[src/hdl/config_fuse_bank_params.svh]
// Offsets, field positions, masks and reset values of the configuration bank.
// Assumes inclusion by bare name from design and bench files.
`ifndef CONFIG_FUSE_BANK_PARAMS_SVH
`define CONFIG_FUSE_BANK_PARAMS_SVH

// Register indices; byte address is four times the index
`define IDX_DEBUG_STACK_WDOG 22'h300000
`define IDX_CODE_PROTECT 22'h300001
`define IDX_OSC_SELECT 22'h300002
`define IDX_WDOG_POSTSCALE 22'h300003
`define IDX_EXTERNAL_BUS 22'h300004
`define IDX_PIN_ROUTING 22'h300005
`define IDX_IDENT_LOW 22'h3FFFFE
`define IDX_IDENT_HIGH 22'h3FFFFF

// Implemented bit masks, also the power-on values
`define MASK_DEBUG_STACK_WDOG 8'hE1
`define MASK_CODE_PROTECT 8'h04
`define MASK_OSC_SELECT 8'hC7
`define MASK_WDOG_POSTSCALE 8'h0F
`define MASK_EXTERNAL_BUS 8'hF8
`define MASK_PIN_ROUTING 8'h07

// Field positions
`define BIT_DEBUG_N 7
`define BIT_EXT_INSTR 6
`define BIT_STACK_FAULT 5
`define BIT_WDOG_FORCE 0
`define BIT_CODE_PROTECT_N 2
`define BIT_TWO_SPEED 7
`define BIT_CLOCK_MONITOR 6
`define BIT_DEFAULT_CLOCK 2
`define BIT_BUS_WAIT_N 7
`define BIT_BUS_WIDTH 6
`define BIT_BUS_MODE_LO 4
`define BIT_BUS_SHIFT 3
`define BIT_NET_LED 2
`define BIT_PWM_SECONDARY 1
`define BIT_PWM2_PRIMARY 0

// Timing: longest power-up load in cycles after reset release
`define LOAD_CYCLES_MAX 14

`endif

[src/hdl/config_fuse_pkg.sv]
// Types shared by the configuration bank.
// Assumes nothing beyond a SystemVerilog compiler.
package config_fuse_pkg;
  typedef enum logic [1:0] {
    OSC_CRYSTAL = 2'b00,
    OSC_CRYSTAL_PLL = 2'b01,
    OSC_EXT_CLOCKOUT = 2'b10,
    OSC_EXT_PLL_CLOCKOUT = 2'b11
  } osc_mode_t;
  typedef enum logic [1:0] {
    BUS_ADDR20 = 2'b00,
    BUS_ADDR16 = 2'b01,
    BUS_ADDR12 = 2'b10,
    BUS_OFF = 2'b11
  } bus_mode_t;
  typedef enum logic [1:0] {
    PWM2_ON_PORT_C = 2'b00,
    PWM2_ON_PORT_E = 2'b01,
    PWM2_ON_PORT_B = 2'b10
  } pwm2_loc_t;
  typedef enum logic [1:0] {
    LD_FETCH = 2'b00,
    LD_TAKE = 2'b01,
    LD_DONE = 2'b10
  } load_state_t;
endpackage : config_fuse_pkg

[src/hdl/config_fuse_bank.sv]
// Write-once configuration byte bank with two read-only identity bytes, APB slave.
// Assumes a program memory port answering one cycle after rom_addr, in the cycle rom_rd is high, on pclk.
// Decoded outputs are levels for the watchdog, clock, memory bus and pin-mux units.
//
// Contract
// - Each configuration bit accepts one programming write; later writes do nothing.
// - Unimplemented configuration bit positions read back as zero.
// - Debug bit one keeps debug pins general I/O; zero dedicates them.
// - Extended instruction bit one enables extension and indexed addressing.
// - Stack fault bit one makes stack overflow or underflow reset.
// - Watchdog bit one forces watchdog on; zero defers to software enable.
// - Code protect bit zero protects program memory; one leaves it open.
// - Second low byte bit 7 enables two-speed start-up.
// - Second low byte bit 6 enables fail-safe clock monitor.
// - Runtime select 00 uses internal RC unless default-clock bit is one.
// - Oscillator field picks external clock or crystal, with PLL and clock-out.
// - Watchdog postscale ratio is two to the power of the field.
// - Bus wait bit zero enables wait states with the control register count.
// - Data width bit one selects 16-bit bus, zero 8-bit.
// - Bus mode field selects off, 12, 16 or 20 address bits.
// - Address shift bit one offsets external addresses to start at zero.
// - LED mux bit routes network LEDs to pins while network enabled.
// - Secondary PWM mux bit picks port E when one, port H otherwise.
// - PWM2 primary on port C when one, else port E or B by mode.
// - Identity bytes are read-only: device code and revision code.
// - Cells go to one on power-on reset and survive other resets.
// - At power-up the bank loads itself from program memory.
// - A programmed bit refuses writes until power is cycled.
//
// Local design decision: the APB interface to the registers.
`timescale 1ns/1ps
`default_nettype none
`include "config_fuse_bank_params.svh"

module config_fuse_bank #(
  parameter logic [10:0] DEVICE_CODE = 11'h123, // Arbitrary value
  parameter logic [4:0] REVISION_CODE = 5'h05, // Arbitrary value
  parameter int CFG_BYTES = 6
) (
  // Clock and power-on reset
  input wire logic pclk,
  input wire logic presetn,
  // APB slave
  input wire logic psel,
  input wire logic penable,
  input wire logic pwrite,
  input wire logic [23:0] paddr,
  input wire logic [31:0] pwdata,
  output logic [31:0] prdata,
  output logic pready,
  output logic pslverr,
  // Program memory image port
  output logic rom_rd,
  output logic [2:0] rom_addr,
  input wire logic [7:0] rom_data,
  output logic load_done,
  // Live inputs from other units
  input wire logic watchdog_software_on,
  input wire logic [1:0] runtime_clock_select,
  input wire logic net_enable,
  // Decoded configuration
  output logic debug_pins_dedicated,
  output logic extended_instr_enable,
  output logic stack_fault_reset_enable,
  output logic watchdog_on,
  output logic program_protected,
  output logic two_speed_start_enable,
  output logic clock_monitor_enable,
  output logic system_clock_internal,
  output config_fuse_pkg::osc_mode_t oscillator_select,
  output logic [15:0] watchdog_ratio,
  output logic bus_wait_enable,
  output logic bus_data_width16,
  output config_fuse_pkg::bus_mode_t external_bus_mode,
  output logic bus_address_shift,
  output logic net_led_outputs_on_pins,
  output logic pwm_secondary_on_port_e,
  output config_fuse_pkg::pwm2_loc_t pwm2_primary_mux
);
  import config_fuse_pkg::*;

  // Cell count is fixed by the mask table and the index decode
  if (CFG_BYTES != 6) begin : g_bad_cfg_bytes
    $error("config_fuse_bank serves exactly six configuration bytes");
  end

  localparam logic [5:0][7:0] MASKS = {`MASK_PIN_ROUTING, `MASK_EXTERNAL_BUS,
    `MASK_WDOG_POSTSCALE, `MASK_OSC_SELECT, `MASK_CODE_PROTECT, `MASK_DEBUG_STACK_WDOG};
  localparam logic [2:0] LAST_BYTE = 3'h5;

  // Index 0..5 config, 6..7 identity; bit 3 marks a mapped word
  function automatic logic [3:0] decode(input logic [23:0] a);
    logic [21:0] w;
    w = a[23:2];
    decode = 4'h0;
    if (a[1:0] == 2'h0) begin
      if (w >= `IDX_DEBUG_STACK_WDOG && w <= `IDX_PIN_ROUTING) begin
        decode = {1'b1, w[2:0]};
      end else if (w == `IDX_IDENT_LOW) begin
        decode = 4'hE;
      end else if (w == `IDX_IDENT_HIGH) begin
        decode = 4'hF;
      end
    end
  endfunction : decode

  // Programming clears a bit; cleared bits never return to one
  function automatic logic [7:0] program_bits(input logic [7:0] cur, input logic [7:0] val,
      input logic [7:0] mask);
    program_bits = cur & (val | ~mask) & mask;
  endfunction : program_bits

  logic [5:0][7:0] cfg_q, cfg_d;
  load_state_t ld_q, ld_d;
  logic [2:0] rom_addr_q, rom_addr_d;
  logic rom_rd_q, rom_rd_d;
  logic pready_q, pready_d;
  logic pslverr_q, pslverr_d;
  logic [31:0] prdata_q, prdata_d;
  logic watchdog_on_q, watchdog_on_d;
  logic sys_int_q, sys_int_d;
  logic [15:0] ratio_q, ratio_d;
  logic led_q, led_d;
  logic [3:0] dec;
  logic wr_take;
  logic dbg_q, dbg_d;
  logic prot_q, prot_d;
  logic bwait_q, bwait_d;
  logic done_q, done_d;
  pwm2_loc_t pwm2_q, pwm2_d;

  assign dec = decode(paddr);
  // Write lands only on the edge where pready is sampled high
  assign wr_take = psel && penable && pready_q && pwrite && dec[3] && (dec[2:0] <= LAST_BYTE);

  always_comb begin
    cfg_d = cfg_q;
    ld_d = ld_q;
    rom_addr_d = rom_addr_q;
    rom_rd_d = 1'b0;
    unique case (ld_q)
      LD_FETCH: begin
        rom_rd_d = 1'b1;
        ld_d = LD_TAKE;
      end
      LD_TAKE: begin
        cfg_d[rom_addr_q] = program_bits(cfg_q[rom_addr_q], rom_data, MASKS[rom_addr_q]);
        if (rom_addr_q == LAST_BYTE) begin
          ld_d = LD_DONE;
        end else begin
          rom_addr_d = rom_addr_q + 3'h1;
          ld_d = LD_FETCH;
        end
      end
      LD_DONE: begin
        if (wr_take) begin
          cfg_d[dec[2:0]] = program_bits(cfg_q[dec[2:0]], pwdata[7:0],
            MASKS[dec[2:0]]);
        end
      end
      default: begin
        ld_d = LD_DONE;
      end
    endcase
  end

  // Only the power-on reset touches the cells; no other reset reaches them
  always_ff @(posedge pclk or negedge presetn) begin
    if (!presetn) begin
      cfg_q <= MASKS;
      ld_q <= LD_FETCH;
      rom_addr_q <= 3'h0;
      rom_rd_q <= 1'b0;
    end else begin
      cfg_q <= cfg_d;
      ld_q <= ld_d;
      rom_addr_q <= rom_addr_d;
      rom_rd_q <= rom_rd_d;
    end
  end

  // Bus answer; stalls during load so no write races the image
  always_comb begin
    pready_d = psel && penable && !pready_q && (ld_q == LD_DONE);
    pslverr_d = pready_d && !dec[3];
    prdata_d = 32'h0;
    if (pready_d && !pwrite) begin
      if (dec == 4'hE) begin
        prdata_d = {24'h0, DEVICE_CODE[2:0], REVISION_CODE};
      end else if (dec == 4'hF) begin
        prdata_d = {24'h0, DEVICE_CODE[10:3]};
      end else if (dec[3]) begin
        prdata_d = {24'h0, cfg_q[dec[2:0]] & MASKS[dec[2:0]]};
      end
    end
  end

  always_ff @(posedge pclk or negedge presetn) begin
    if (!presetn) begin
      pready_q <= 1'b0;
      pslverr_q <= 1'b0;
      prdata_q <= 32'h0;
    end else begin
      pready_q <= pready_d;
      pslverr_q <= pslverr_d;
      prdata_q <= prdata_d;
    end
  end

  // Decodes that mix in live inputs are registered so outputs stay flop-driven
  always_comb begin
    watchdog_on_d = cfg_q[0][`BIT_WDOG_FORCE] | watchdog_software_on;
    sys_int_d = (runtime_clock_select == 2'b00) && !cfg_q[2][`BIT_DEFAULT_CLOCK];
    ratio_d = 16'h1 << cfg_q[3][3:0];
    led_d = cfg_q[5][`BIT_NET_LED] & net_enable;
  end

  always_ff @(posedge pclk or negedge presetn) begin
    if (!presetn) begin
      watchdog_on_q <= 1'b1;
      sys_int_q <= 1'b0;
      ratio_q <= 16'h8000;
      led_q <= 1'b0;
    end else begin
      watchdog_on_q <= watchdog_on_d;
      sys_int_q <= sys_int_d;
      ratio_q <= ratio_d;
      led_q <= led_d;
    end
  end

  // Inverted and muxed decodes get own flops fed from next cell values, so no lag
  always_comb begin
    dbg_d = !cfg_d[0][`BIT_DEBUG_N];
    prot_d = !cfg_d[1][`BIT_CODE_PROTECT_N];
    bwait_d = !cfg_d[4][`BIT_BUS_WAIT_N];
    done_d = (ld_d == LD_DONE);
    pwm2_d = PWM2_ON_PORT_B;
    if (cfg_d[5][`BIT_PWM2_PRIMARY]) begin
      pwm2_d = PWM2_ON_PORT_C;
    end else if (cfg_d[4][`BIT_BUS_MODE_LO +: 2] == 2'b11) begin
      pwm2_d = PWM2_ON_PORT_E;
    end
  end

  always_ff @(posedge pclk or negedge presetn) begin
    if (!presetn) begin
      dbg_q <= 1'b0;
      prot_q <= 1'b0;
      bwait_q <= 1'b0;
      done_q <= 1'b0;
      pwm2_q <= PWM2_ON_PORT_C;
    end else begin
      dbg_q <= dbg_d;
      prot_q <= prot_d;
      bwait_q <= bwait_d;
      done_q <= done_d;
      pwm2_q <= pwm2_d;
    end
  end

  assign prdata = prdata_q;
  assign pready = pready_q;
  assign pslverr = pslverr_q;
  assign rom_rd = rom_rd_q;
  assign rom_addr = rom_addr_q;
  assign load_done = done_q;
  assign debug_pins_dedicated = dbg_q;
  assign extended_instr_enable = cfg_q[0][`BIT_EXT_INSTR];
  assign stack_fault_reset_enable = cfg_q[0][`BIT_STACK_FAULT];
  assign watchdog_on = watchdog_on_q;
  assign program_protected = prot_q;
  assign two_speed_start_enable = cfg_q[2][`BIT_TWO_SPEED];
  assign clock_monitor_enable = cfg_q[2][`BIT_CLOCK_MONITOR];
  assign system_clock_internal = sys_int_q;
  assign oscillator_select = osc_mode_t'(cfg_q[2][1:0]);
  assign watchdog_ratio = ratio_q;
  assign bus_wait_enable = bwait_q;
  assign bus_data_width16 = cfg_q[4][`BIT_BUS_WIDTH];
  assign external_bus_mode = bus_mode_t'(cfg_q[4][`BIT_BUS_MODE_LO +: 2]);
  assign bus_address_shift = cfg_q[4][`BIT_BUS_SHIFT];
  assign net_led_outputs_on_pins = led_q;
  assign pwm_secondary_on_port_e = cfg_q[5][`BIT_PWM_SECONDARY];
  assign pwm2_primary_mux = pwm2_q;

  // Checks
  localparam int LOAD_MAX = `LOAD_CYCLES_MAX;
  logic [4:0] since_rst_q;
  always_ff @(posedge pclk or negedge presetn) begin
    if (!presetn) begin
      since_rst_q <= 5'h0;
    end else if (since_rst_q != 5'h1F) begin
      since_rst_q <= since_rst_q + 5'h1;
    end
  end
endmodule : config_fuse_bank
`default_nettype wire

[config.mk]
export PLATFORM = sky130hd
export DESIGN_NAME = config_fuse_bank
export DESIGN_NICKNAME = d
export VERILOG_FILES = /design/src/hdl/config_fuse_pkg.sv /design/src/hdl/config_fuse_bank.sv
export VERILOG_INCLUDE_DIRS = /design/src /design/src/hdl
export SDC_FILE = /design/constraint.sdc
export NUM_CORES = 1
export LEC_CHECK = 0
export BUFFER_PORTS_ARGS = -buffer_cell sky130_fd_sc_hd__buf_4
export CAP_MARGIN = 5
export CORE_ASPECT_RATIO = 0.8
export CORE_MARGIN = 4
export CORE_UTILIZATION = 35
export CTS_CLUSTER_SIZE = 24
export DETAILED_ROUTE_END_ITERATION = 8
export PLACE_DENSITY_LB_ADDON = 0.3
export RECOVER_POWER = 50
export SETUP_SLACK_MARGIN = 0.05
export SLEW_MARGIN = 30
export SYNTH_ARGS = -nofsm -noshare
export SYNTH_HDL_FRONTEND = slang
export SYNTH_SLANG_ARGS = --single-unit
[constraint.sdc]
create_clock -name pclk -period 2.7 [get_ports pclk]
set_input_delay 0.135 -clock pclk [delete_from_list [all_inputs] [get_ports pclk]]
set_output_delay 0.135 -clock pclk [all_outputs]
set_load 0.005 [all_outputs]
==> impl_metrics.yaml <==
critical_path:
  cp_data_arrival_time_ns: 2.87
  max_stage_delay_ns: 0.57
  cp.required_ns: 2.97
  endpoint_kind: "register"
  cpMaxStageDelayCell: "or4_4"
  crit_path_start_kind: "register"
  rrSetupSlack_ns: 0.11
  worstPathMaxFanout: 7
  crit_chain: "inv_1 -> ha_1 -> inv_1 -> or4_4 -> o31a_1 -> nor3_2 -> a22o_1 -> nor2_1 -> a21oi_1"
  crit_type: "reg -> reg"
  path_common_cell: "inv_1"
pwr:
  netSwitchingPower_uw: 612.7
  p_per_area_nw_per_um2: 410.1
  total_power_uw: 2774
  swShare_pct: 22.09
  seq_power_share_pct: 41.6
  intPower_uw: 2161
  ir_worst_vdd_uv: 294.4
  clkPwrFrac_pct: 51.0
  comb_power_share_pct: 7.3
  power_leakage_uw: 0.002815
global_routing:
  grt_max_degree: 77
  antenna_found_initial: 0
  grt_pass1_wl_um: 29200
  grt-ovfl-total: 0
  grt_pass1_vias: 5152
  track_usage_pct: 22.33
logic_synthesis:
  ys_ff_latch: 76
  netlist_top_cells_count: "nand2_1, dfrtp_1, nor2_1"
  synth_edf_count: 0
  async_reset_ff_share_pct: 100.0
  ys.flop_type: "dfrtp_1"
  yosys-top-cells-area: "dfrtp_1, dfstp_2, buf_4"
  yosys.area.top_type: "dfrtp_1"
  ys_warn_count: 0
  synth-seq-area-share_pct: 37.13
  syn-instance-count: 595
  synth_top_area_share_pct: 25.01
  syn_area_um2: 5202
  synthDistinctLibCells: 79
  yosysMostFrequentCell: "nand2_1"
  syn_area_per_cell_um2: 8.744
worst_hold_path:
  hold_class: "in -> reg"
cells_and_area:
  area_delta_synth_final_pct: 29.99
  final_nets: 815
  utilization_pct: 46.82
  drive_gt1_share_pct: 30.35
  antenna_cells: 0
clock_tree:
  postCtsSetupRepairBufs: 0
  insertion_delay_ns: 0.34
  numCtsBuffers: 9
  cts_root_buf: "clkbuf_16"
  path_clk_slew_ns: 0.06
  cts_tree: "done"
  cts.sinks: 76
  clock_path_buffers: 2
  htreeDepth: 3
drt:
  wl_per_cell_um: 20.42
  vias: 5453
  first_pass_iters: 5
  drt_wl_total_um: 18830
  postRouteAntennaNets: 0
  drt_iter0_markers: 556
  via_per_inst: 5.914
  drcViolationCount: 0
timing:
  finalSetupViolCount: 0
  finalClockSkew_ns: 0.007769
  hold_ws_ns: 0.02397
  fin_ws_ns: 0.1071
  slew_violations: 77
  fin_crit_ns: 2.593
  worst_pin_slew_ns: 1.920
  report.final.hold_viol_count: 0
  timing.fmax_mhz: 385.7
  tns_ns: 0
  post-route-period-util_pct: 96.03
  rsz0062_at_grt: "false"
  slew_headroom_pct: -28.00
placed_design:
  gp_congestion: 0.9526
  io_buffers: 98
  dpl_worst_slack_ns: 0.08079
  place_hpwl_um: 14710
floorplan:
  chipWidth_um: 144.3
  dieArea_um2: 16890
  start_util_pct: 36.02
  rows: 39
  ios: 147
  core_area_um2: 14440
  die_h_um: 117.0
job:
  maxCapViolations: 1
outcome:
  violations: "max-capacitance violations, max-slew violations"
  status: "finished, violations left"
[kinds of logic after synthesis]
| group | after synthesis | synth area share [%] |
|---|---|---|
| and+or+nand+nor | 263 | 27.54 |
| AOI/OAI and AO/OA | 160 | 22.25 |
| muxes | 13 | 3.319 |
| buffers and inverters | 72 | 7.359 |
| adders and majority gates | 9 | 2.165 |
| DFF | 76 | 37.13 |
| xor gates and xnor gates | 1 | 0.1684 |
| other | 1 | 0.07208 |
[stage by stage]
step	instances	area, um^2
detailed placement	902	6376
global placement	902	6376
floorplan	618	5289
global route	922	6763
finish	922	6763
CTS	922	6766
[worst max-delay path: cells and delay by family, from the launching register on]
| kind | cells | cell delay, ns |
|---|---|---|
| adders and majority gates | 1 | 0.22 |
| DFF | 1 | 0.37 |
| AOI/OAI and AO/OA | 3 | 0.78 |
| buffers and inverters | 2 | 0.17 |
| and+or+nand+nor | 3 | 0.99 |
[timing repair]
| action | 4_1_cts | 5_1_grt |
|---|---|---|
| endpoints found under the setup margin | 0 | 2 |
| hold endpoints to repair | 8 | 0 |
| resized for setup | 0 | 1 |
| hold buffers | 4 | 0 |
[layer usage]
metal,vias to the layer above,part of all wire [%],wire [um],track usage [%]
li1,2461,-,-,-
met1,2640,44,8371,33.49
met2,332,43,8136,32.92
met3,20,11,2132,5.361
met4,0,1.0,188,4.475
met5,-,0,0,0
[layout make-up]
cell class | count | area [um^2]
clock buffers | 10 | 239.0
clock inverters | 6 | 111.4
fillers | 1399 | 7681
inverters | 17 | 63.81
multi-input cells | 470 | 2980
flip-flops and latches | 76 | 1932
well taps | 184 | 230.2
repair buffers | 159 | 1206
[layout by cell type, fill, tap and decap left out, types with 6 or more instances in the layout]
cell type	synthesis	routed
a21oi_1	25	25
a22o_1	6	6
a31oi_1	6	6
and2_1	10	10
and3_1	16	16
buf_4	28	119
clkbuf_16	0	9
clkbuf_4	0	32
conb_1	1	24
dfrtp_1	52	52
dfstp_2	24	22
ha_1	9	9
inv_1	15	15
mux2i_1	6	6
nand2_1	55	55
nand2b_1	6	6
nand3_1	32	32
nand4_1	17	17
nor2_1	40	40
nor2b_1	13	13
nor3_1	25	25
nor4_1	13	13
o21ai_0	38	38
[final timing paths]
path | end | depth (start not counted) | start
min in group asynchronous | prdata[2]$_DFF_PN0_ | 2 | presetn
setup / recovery | cfg_q[18]$_DFFE_PN1P_ | 9 | ld_q[0]$_DFF_PN0_
setup reg to reg | cfg_q[18]$_DFFE_PN1P_ | 9 | ld_q[0]$_DFF_PN0_
hold reg to reg | cfg_q[29]$_DFFE_PN0P_ | 2 | cfg_q[29]$_DFFE_PN0P_
hold / removal | net_led_outputs_on_pins$_DFF_PN0_ | 2 | net_enable
max in group asynchronous | cfg_q[14]$_DFFE_PN0P_ | 2 | presetn
[power by group through the flow]
| stage | clock, uW | sequential [uW] | combinational, uW |
|---|---|---|---|
| final | 1420 | 1160 | 203 |
| after floorplan | 0 | 1170 | 90.6 |
| after CTS | 1440 | 1160 | 202 |
| after detailed placement | 0 | 1170 | 196 |
| after global routing | 1480 | 1160 | 223 |
| after global placement | 0 | 1170 | 195 |
[sequential cells by signal (all words and copies together) (netlist names), 2 cells and up]
signal	flops
cfg_q	25
watchdog_ratio	16
prdata	8
rom_addr	3
external_bus_mode	2
ld_q	2
oscillator_select	2
pwm2_primary_mux	2
(Power assumes the default switching activity.)
